===== src/rtl/rrs_pkg.sv =====
// Constants shared by the receive status register bank and its parts.
// Assumes the register port decodes a flat 8-bit address space.
package rrs_pkg;

    localparam int NUM_CHAN = 2;
    localparam int BYTE_BITS = 8;
    localparam int EOF_LEN_BITS = 3;
    localparam int BIT_POS_BITS = 3;

    localparam logic [7:0] ADDR_RX_IRQ_STATUS = 8'h08;
    localparam logic [7:0] ADDR_RX_BYTE_A = 8'h09;
    localparam logic [7:0] ADDR_RX_BITVALID_A = 8'h0a;

    localparam logic [7:0] RESET_BYTE = 8'h00;
    localparam logic [7:0] ALL_BITS_VALID = 8'hff;
    localparam logic [7:0] UNMAPPED_READ = 8'h00;

    // Field positions inside receive_irq_status, channel A half
    localparam int STAT_FULL_POS = 0;
    localparam int STAT_EOF_POS = 1;
    localparam int STAT_FLOW_POS = 2;
    localparam int STAT_ALLVALID_POS = 3;
    // Channel B fields sit this far above their channel A twins
    localparam int STAT_CHAN_STRIDE = 4;

    // Symbol FIFO between the correlator and the byte assembler
    localparam int SYM_WIDTH = 2;
    localparam int SYM_DEPTH = 32;
    localparam int SYM_GOOD_POS = 1;
    localparam int SYM_BIT_POS = 0;

    localparam logic [BIT_POS_BITS-1:0] LAST_BIT_POS = 3'h7;

endpackage


===== src/rtl/rrs_fifo.sv =====
// Synchronous FIFO with valid/ready on both sides.
// Assumes one clock and a synchronous active-high reset.
`timescale 1ns/10ps
module rrs_fifo #(
    parameter int WIDTH = 2,
    parameter int DEPTH = 32
) (
    input wire logic sys_clk,
    input wire logic rst,
    input wire logic in_valid,
    output logic in_ready,
    input wire logic [WIDTH-1:0] in_data,
    output logic out_valid,
    input wire logic out_ready,
    output logic [WIDTH-1:0] out_data
);
    localparam int PTR_BITS = $clog2(DEPTH);
    localparam int CNT_BITS = PTR_BITS + 1;
    localparam logic [CNT_BITS-1:0] DEPTH_CNT = CNT_BITS'(DEPTH);
    localparam logic [PTR_BITS-1:0] LAST_PTR = PTR_BITS'(DEPTH - 1);

    typedef struct packed {
        logic [DEPTH-1:0][WIDTH-1:0] mem;
        logic [PTR_BITS-1:0] wr_ptr;
        logic [PTR_BITS-1:0] rd_ptr;
        logic [CNT_BITS-1:0] count;
        logic has_space;
        logic has_data;
    } rrs_fifo_st_t;

    rrs_fifo_st_t q_r;
    rrs_fifo_st_t q_nxt;
    logic push;
    logic pop;

    assign in_ready = q_r.has_space;
    assign out_valid = q_r.has_data;
    assign out_data = q_r.mem[q_r.rd_ptr];

    always_comb begin
        q_nxt = q_r;
        push = in_valid && q_r.has_space;
        pop = out_ready && q_r.has_data;
        if (push) begin
            q_nxt.mem[q_r.wr_ptr] = in_data;
            q_nxt.wr_ptr = (q_r.wr_ptr == LAST_PTR) ? '0
                : q_r.wr_ptr + 1'b1;
        end
        if (pop) begin
            q_nxt.rd_ptr = (q_r.rd_ptr == LAST_PTR) ? '0
                : q_r.rd_ptr + 1'b1;
        end
        if (push && !pop) begin
            q_nxt.count = q_r.count + 1'b1;
        end else if (pop && !push) begin
            q_nxt.count = q_r.count - 1'b1;
        end
        // Flags are kept as flops so the ready port has no logic behind it
        q_nxt.has_space = (q_nxt.count != DEPTH_CNT);
        q_nxt.has_data = (q_nxt.count != '0);
    end

    always_ff @(posedge sys_clk) begin
        if (rst) begin
            q_r <= '0;
            q_r.has_space <= 1'b1;
        end else begin
            q_r <= q_nxt;
        end
    end
endmodule


===== src/rtl/rrs_chan_rx.sv =====
// Byte assembler and end-of-frame detector for one receive channel.
// Assumes one symbol per bit time from the correlator, via a FIFO.
`timescale 1ns/10ps
module rrs_chan_rx (
    input wire logic sys_clk,
    input wire logic rst,
    input wire logic sym_valid,
    output logic sym_take,
    input wire logic sym_good,
    input wire logic sym_bit,
    input wire logic stall,
    input wire logic [rrs_pkg::EOF_LEN_BITS-1:0] eof_len,
    output logic xfer,
    output logic [rrs_pkg::BYTE_BITS-1:0] xfer_data,
    output logic [rrs_pkg::BYTE_BITS-1:0] xfer_mask,
    output logic eof
);
    typedef enum logic {
        RRS_IDLE = 1'b0,
        RRS_FRAME = 1'b1
    } rrs_rx_state_t;

    typedef struct packed {
        rrs_rx_state_t state;
        logic [rrs_pkg::BYTE_BITS-1:0] data;
        logic [rrs_pkg::BYTE_BITS-1:0] mask;
        logic [rrs_pkg::BIT_POS_BITS-1:0] pos;
        logic [rrs_pkg::EOF_LEN_BITS-1:0] gap;
        logic partial;
    } rrs_rx_st_t;

    rrs_rx_st_t q_r;
    rrs_rx_st_t q_nxt;
    logic [rrs_pkg::BYTE_BITS-1:0] d_fill;
    logic [rrs_pkg::BYTE_BITS-1:0] m_fill;

    always_comb begin
        q_nxt = q_r;
        sym_take = sym_valid && !stall;
        xfer = 1'b0;
        eof = 1'b0;
        d_fill = q_r.data;
        m_fill = q_r.mask;
        d_fill[q_r.pos] = sym_bit;  // see RULE_09
        m_fill[q_r.pos] = sym_good;  // see RULE_13
        xfer_data = d_fill;
        xfer_mask = m_fill;
        case (q_r.state)
            RRS_IDLE: begin
                // Only a valid bit opens a frame
                if (sym_take && sym_good) begin  // see RULE_03
                    q_nxt.data = d_fill;
                    q_nxt.mask = m_fill;
                    q_nxt.pos = q_r.pos + 1'b1;
                    q_nxt.partial = 1'b1;
                    q_nxt.gap = '0;
                    q_nxt.state = RRS_FRAME;
                end
            end
            RRS_FRAME: begin
                if (sym_take && !sym_good && q_r.gap == eof_len) begin
                    // Gap exceeded: the closing invalid bit is not kept
                    eof = 1'b1;  // see RULE_03
                    xfer = q_r.partial;  // see RULE_06
                    xfer_data = q_r.data;
                    xfer_mask = q_r.mask;
                    q_nxt = '0;
                end else if (sym_take) begin
                    q_nxt.gap = sym_good ? '0 : q_r.gap + 1'b1;
                    q_nxt.data = d_fill;
                    q_nxt.mask = m_fill;
                    q_nxt.pos = q_r.pos + 1'b1;
                    q_nxt.partial = 1'b1;
                    if (q_r.pos == rrs_pkg::LAST_BIT_POS) begin
                        xfer = 1'b1;  // see RULE_06
                        q_nxt.data = '0;
                        q_nxt.mask = '0;
                        q_nxt.partial = 1'b0;
                    end
                end
            end
            default: begin
                q_nxt = '0;
            end
        endcase
    end

    always_ff @(posedge sys_clk) begin
        if (rst) begin
            q_r <= '0;
        end else begin
            q_r <= q_nxt;
        end
    end
endmodule


===== src/rtl/rrs_status_regs.sv =====
// Receive status register bank of a two-channel spread-spectrum receiver.
// Assumes the serial control port hands in one-cycle read/write strobes
// and that each correlator delivers one symbol per bit time.
//
// What this block does
// RULE_01: Status bits 7 to 0: all-valid, flow, eof, full of B, then of A.
// RULE_02: The channel A end-of-frame flag reads 1 while pending, else 0.
// RULE_03: End of frame needs a valid bit first, then the set gap with none.
// RULE_04: Reading the status register clears the pending end-of-frame flags.
// RULE_05: Moving a byte into the channel A data register sets full A.
// RULE_06: A byte moves over when eight bits are in, or at end of frame.
// RULE_07: The full flag reads 1 while a data-full event is pending, else 0.
// RULE_08: The newest channel A byte reads as an 8-bit register of its own.
// RULE_09: The first bit over the air lands in bit 0, later bits fill upward.
// RULE_10: The channel A data register is read-only; writes are ignored.
// RULE_11: New data landing before the last byte was read flags overflow.
// RULE_12: Reading an empty data register flags underflow.
// RULE_13: The validity register has a 1 for every data bit received valid.
// RULE_14: The all-valid flag is set when all eight held bits are valid.
// RULE_15: Channel B flags follow receiver B like channel A's, but no byte read ever clears full B.
// RULE_16: The all-valid flag is a plain indication and raises no event.
`timescale 1ns/10ps
module rrs_status_regs (
    input wire logic sys_clk,
    input wire logic rst,
    input wire logic reg_rd,
    input wire logic reg_wr,
    input wire logic [7:0] reg_addr,
    input wire logic [7:0] reg_wdata,
    output logic [7:0] reg_rdata,
    output logic reg_rdack,
    input wire logic [rrs_pkg::EOF_LEN_BITS-1:0] eof_len,
    input wire logic sym_a_valid,
    input wire logic sym_a_good,
    input wire logic sym_a_bit,
    output logic sym_a_ready,
    input wire logic sym_b_valid,
    input wire logic sym_b_good,
    input wire logic sym_b_bit,
    output logic sym_b_ready
);
    localparam int NC = rrs_pkg::NUM_CHAN;
    localparam int BB = rrs_pkg::BYTE_BITS;
    localparam int SW = rrs_pkg::SYM_WIDTH;

    typedef struct packed {
        logic [NC-1:0][BB-1:0] data;
        logic [NC-1:0][BB-1:0] mask;
        logic [NC-1:0] full;
        logic [NC-1:0] eof;
        logic [NC-1:0] flow;
        logic [7:0] rdata;
        logic rdack;
    } rrs_regs_t;

    rrs_regs_t q_r;
    rrs_regs_t q_nxt;

    logic [NC-1:0] in_valid;
    logic [NC-1:0] in_ready;
    logic [NC-1:0][SW-1:0] in_sym;
    logic [NC-1:0] f_valid;
    logic [NC-1:0] f_take;
    logic [NC-1:0][SW-1:0] f_sym;
    logic [NC-1:0] stall;
    logic [NC-1:0] xfer;
    logic [NC-1:0] eof_ev;
    logic [NC-1:0][BB-1:0] xfer_data;
    logic [NC-1:0][BB-1:0] xfer_mask;
    logic rd_status;
    logic rd_byte_a;
    logic [7:0] status_val;

    // Writes are accepted and dropped: every register here is read-only
    logic unused_wr;
    assign unused_wr = reg_wr ^ (^reg_wdata);  // see RULE_10

    assign rd_status = reg_rd && (reg_addr == rrs_pkg::ADDR_RX_IRQ_STATUS);
    assign rd_byte_a = reg_rd && (reg_addr == rrs_pkg::ADDR_RX_BYTE_A);

    assign in_valid = {sym_b_valid, sym_a_valid};
    assign in_sym[0] = {sym_a_good, sym_a_bit};
    assign in_sym[1] = {sym_b_good, sym_b_bit};
    assign sym_a_ready = in_ready[0];
    assign sym_b_ready = in_ready[1];

    // Channel A symbols wait while the host reads the data register, so a
    // load and a read never meet in one cycle; the FIFO absorbs the pause.
    assign stall[0] = rd_byte_a;
    assign stall[1] = 1'b0;

    genvar gi;
    generate
        for (gi = 0; gi < NC; gi++) begin : g_chan
            rrs_fifo #(
                .WIDTH(SW),
                .DEPTH(rrs_pkg::SYM_DEPTH)
            ) u_fifo (
                .sys_clk(sys_clk),
                .rst(rst),
                .in_valid(in_valid[gi]),
                .in_ready(in_ready[gi]),
                .in_data(in_sym[gi]),
                .out_valid(f_valid[gi]),
                .out_ready(f_take[gi]),
                .out_data(f_sym[gi])
            );

            rrs_chan_rx u_rx (
                .sys_clk(sys_clk),
                .rst(rst),
                .sym_valid(f_valid[gi]),
                .sym_take(f_take[gi]),
                .sym_good(f_sym[gi][rrs_pkg::SYM_GOOD_POS]),
                .sym_bit(f_sym[gi][rrs_pkg::SYM_BIT_POS]),
                .stall(stall[gi]),
                .eof_len(eof_len),
                .xfer(xfer[gi]),
                .xfer_data(xfer_data[gi]),
                .xfer_mask(xfer_mask[gi]),
                .eof(eof_ev[gi])
            );
        end
    endgenerate

    always_comb begin
        q_nxt = q_r;
        status_val = '0;
        for (int c = 0; c < NC; c++) begin
            // see RULE_01
            status_val[c*rrs_pkg::STAT_CHAN_STRIDE + rrs_pkg::STAT_FULL_POS]
                = q_r.full[c];  // see RULE_07
            status_val[c*rrs_pkg::STAT_CHAN_STRIDE + rrs_pkg::STAT_EOF_POS]
                = q_r.eof[c];  // see RULE_02
            status_val[c*rrs_pkg::STAT_CHAN_STRIDE + rrs_pkg::STAT_FLOW_POS]
                = q_r.flow[c];
            // Level only, never sticky and never an event; see RULE_16
            status_val[c*rrs_pkg::STAT_CHAN_STRIDE
                + rrs_pkg::STAT_ALLVALID_POS]
                = (q_r.mask[c] == rrs_pkg::ALL_BITS_VALID);  // see RULE_14
        end
        for (int c = 0; c < NC; c++) begin
            // Status read clears first; new events below win the same cycle
            if (rd_status) begin
                q_nxt.eof[c] = 1'b0;  // see RULE_04
                q_nxt.flow[c] = 1'b0;
            end
            if (c == 0 && rd_byte_a) begin
                if (!q_r.full[c]) begin
                    q_nxt.flow[c] = 1'b1;  // see RULE_12
                end
                q_nxt.full[c] = 1'b0;
            end
            if (eof_ev[c]) begin
                q_nxt.eof[c] = 1'b1;  // see RULE_15
            end
            if (xfer[c]) begin
                if (q_r.full[c]) begin
                    q_nxt.flow[c] = 1'b1;  // see RULE_11
                end
                q_nxt.data[c] = xfer_data[c];
                q_nxt.mask[c] = xfer_mask[c];  // see RULE_13
                q_nxt.full[c] = 1'b1;  // see RULE_05
            end
        end
        q_nxt.rdack = reg_rd;
        if (!reg_rd) begin
            q_nxt.rdata = q_r.rdata;
        end else if (reg_addr == rrs_pkg::ADDR_RX_IRQ_STATUS) begin
            q_nxt.rdata = status_val;
        end else if (reg_addr == rrs_pkg::ADDR_RX_BYTE_A) begin
            q_nxt.rdata = q_r.data[0];  // see RULE_08
        end else if (reg_addr == rrs_pkg::ADDR_RX_BITVALID_A) begin
            q_nxt.rdata = q_r.mask[0];
        end else begin
            q_nxt.rdata = rrs_pkg::UNMAPPED_READ;
        end
    end

    assign reg_rdata = q_r.rdata;
    assign reg_rdack = q_r.rdack;

    always_ff @(posedge sys_clk) begin
        if (rst) begin
            q_r <= '0;
        end else begin
            q_r <= q_nxt;
        end
    end
endmodule


===== config.mk =====
export PLATFORM = sky130hd
export DESIGN_NAME = rrs_status_regs
export DESIGN_NICKNAME = d
export VERILOG_FILES = /design/src/rtl/rrs_pkg.sv /design/src/rtl/rrs_fifo.sv /design/src/rtl/rrs_chan_rx.sv /design/src/rtl/rrs_status_regs.sv
export SDC_FILE = /design/constraint.sdc
export NUM_CORES = 1
export LEC_CHECK = 0
export BUFFER_PORTS_ARGS = -buffer_cell sky130_fd_sc_hd__clkbuf_2
export CAP_MARGIN = 10
export CELL_PAD_IN_SITES_DETAIL_PLACEMENT = 2
export CELL_PAD_IN_SITES_GLOBAL_PLACEMENT = 2
export CORE_UTILIZATION = 38
export DETAILED_ROUTE_END_ITERATION = 8
export PLACE_DENSITY_LB_ADDON = 0.3
export REMOVE_ABC_BUFFERS = 1
export SLEW_MARGIN = 40
export SYNTH_ARGS = -nofsm -noshare
export SYNTH_HDL_FRONTEND = slang
export SYNTH_SLANG_ARGS = --single-unit

===== constraint.sdc =====
create_clock -name sys_clk -period 3.3 [get_ports sys_clk]
set_input_delay 0.495 -clock sys_clk [delete_from_list [all_inputs] [get_ports sys_clk]]
set_output_delay 0.495 -clock sys_clk [all_outputs]
set_load 0.01 [all_outputs]

==> metrics <==
Post-DRT Antenna Nets 0; CTS Hold Bufs 0; Tcrit/Tclk final 93.0%; Iter 0 DRT Violations 444; share of layout cells above drive strength 1 11.8%; total gr overflow 0; H-Tree Level Count 1; Max-Cap Viols 0; Fmax 0.326 GHz; first-pass GRT wire length 54.1 mm; antenna violations before repair 0; RSZ-0062 raised after global routing no; DR vias/cell 5.69; max incr delay on CP 0.71 ns; Routed WL 32.6 mm; Mapped Cells 1303; Hold Path Class in2reg; Die Height 169 um; top cell type's share of synthesized area 39.8%; # diodes 0; hpwl dp 21.1 mm; Crit path required time 3.77 ns; nets 1334; core area 27200 sq um; most frequent cells in the layout 211 x dfxtp_1, 195 x nand2_1, 166 x a21oi_1; Worst Path Arrival 3.54 ns; clk_lat worst skew 0.53 ns; top-level port count 40; crit-path max FO 13; Inserted Clock Buffers 26; count of input and output buffers 29; Critical Path Sink Type flop; final core occ 43.7%; Yosys cell types 68; Worst Max-Slew Pin Slew 0.801 ns; die area 28600 sq um; die width 169 um; Total GRT Usage 23.2%; Post-synth top flop dfxtp_1; kind of critical path reg2reg; Clock Tree Root clkbuf_16; Synth area leader dfxtp_1; Syn Area/Cell 8.14 sq um; Pleak 4.31 nW; slew margin rel. 46.6%; pwr dens 614 nW/um^2; Final Power 7.29 mW; wire per inst 19.5 um; clk buf depth 3; Worst setup SP type flop; Clock Sinks 211; sequential share of the synthesized area 39.8%; GP Congestion 0.753; Synth warnings 0; clock slew at reported path FFs 0.06 ns; status finished clean; # rows 60; synthesis-to-finish area growth 11.9%; CTS tree done; CTS resizes 0; Final Hold Viols 0; Post-synth EDFFs 0; DRC 0; cell area after synthesis 10600 sq um; top cells by area, synth dfxtp_1 40%, a21oi_1 7.8%, nand2_1 6.9%; number of synthesized register bits 211; cells along the critical path mux4_2 -> mux2i_1 -> o21ai_1 -> o21ba_2 -> or4_1 -> nor3b_1 -> a21o_1; hold_ws 0.333 ns; First-pass DRT Iterations 5; Post-CTS Setup Inserts 0; largest net degree at the start of global routing 134; vias in the first global route 10.3k; min cycle time layout 3.07 ns; Synth async-reset ratio 0%; Setup Skew 0.0101 ns; final-report setup violation count 0; initial core utilization 39.0%; Final Max Slew Viols 0; VDD IR-drop max 345 uV; critical path's slowest cell dfxtp_1; Via Count 9516; most common cell after layout, fill and taps aside dfxtp_1
## worst paths after layout
path | start | to | slack (ns) | depth (start not counted)
max | g_chan[1].u_fifo.q_r[8] | g_chan[1].u_rx.q_r[3] | 0.23 | 7
min | rst | g_chan[1].u_fifo.q_r[2] | 0.33 | 2
max reg2reg | g_chan[1].u_fifo.q_r[8] | g_chan[1].u_rx.q_r[3] | 0.23 | 7
min reg2reg | g_chan[0].u_fifo.q_r[27] | g_chan[0].u_fifo.q_r[27] | 0.46 | 2
## where the power goes
part / total (mW) / switching, mW / internal (mW)
Sequential: 2.94 / 0.248 / 2.69
Combinational: 1.48 / 0.912 / 0.570
Clock: 2.87 / 1.13 / 1.73
## synthesized netlist by cell type (11+ instances only)
| master | number |
|---|---|
| a21oi_1 | 166 |
| a22oi_1 | 27 |
| a31oi_1 | 15 |
| and2_1 | 12 |
| and3_1 | 17 |
| buf_2 | 13 |
| buf_4 | 14 |
| clkbuf_1 | 75 |
| dfxtp_1 | 211 |
| ha_1 | 24 |
| inv_1 | 27 |
| mux2i_1 | 31 |
| mux4_2 | 23 |
| nand2_1 | 195 |
| nand3_1 | 74 |
| nand3b_1 | 11 |
| nand4_1 | 18 |
| nor2_1 | 117 |
| nor3_1 | 12 |
| nor3b_1 | 12 |
| o21ai_0 | 72 |
| o31ai_1 | 27 |
| xnor2_1 | 12 |
## kinds of logic after synthesis
| group | share of synthesized area (%) |
|---|---|
| xor+xnor | 1.32 |
| simple gates | 22.0 |
| mux | 8.26 |
| compound gates | 20.2 |
| fa+ha+maj | 2.83 |
| buf+inv | 5.57 |
| flops | 39.8 |
## sequential cells by signal, summed over array words and instances, names as in the netlist
| register | flops |
|---|---|
| g_chan.u_fifo.out_valid | 2 |
| reg_rdack | 1 |
| g_chan.u_fifo.q_r | 128 |
| g_chan.u_fifo.in_ready | 2 |
| g_chan.u_rx.q_r | 40 |
| q_r | 30 |
| reg_rdata | 8 |
## critical path, delay by kind of cell (launching register included)
kind / cells / cell delay, ns
AND/OR/NAND/NOR: 2 / 0.88
multiplexers: 2 / 0.84
flip-flops: 1 / 0.71
AO/OA/AOI/OAI: 3 / 0.58
## final cells by class
class,count,area (sq um)
Fill cell,3041,15300
Tap cell,372,465
Timing Repair Buffer,58,394
Clock buffer,43,846
Clock inverter,5,25.0
Sequential cell,211,4220
Inverter,27,101
Multi-Input combinational cell,957,5820
## per-stage QoR
step	worst slack, ns	std cells	instance area (sq um)	setup TNS [ns]
floorplan	-0.409	1195	10100	-10.15
CTS	0.205	1673	11900	0
detailed placement	0.275	1625	11000	0
global route	0.0775	1673	11900	0
finish	0.231	1673	11900	0
global placement	0.361	1625	11000	0
## per-layer routing
layer	wire length (um)	up-vias	GRT usage [%]
met3	846	40	2.99
li1	-	4586	-
met5	0	-	0
met2	16600	101	42.0
met4	565	0	5.37
met1	14600	4789	29.3
No activity file was read; power rests on OpenSTA's default activity.
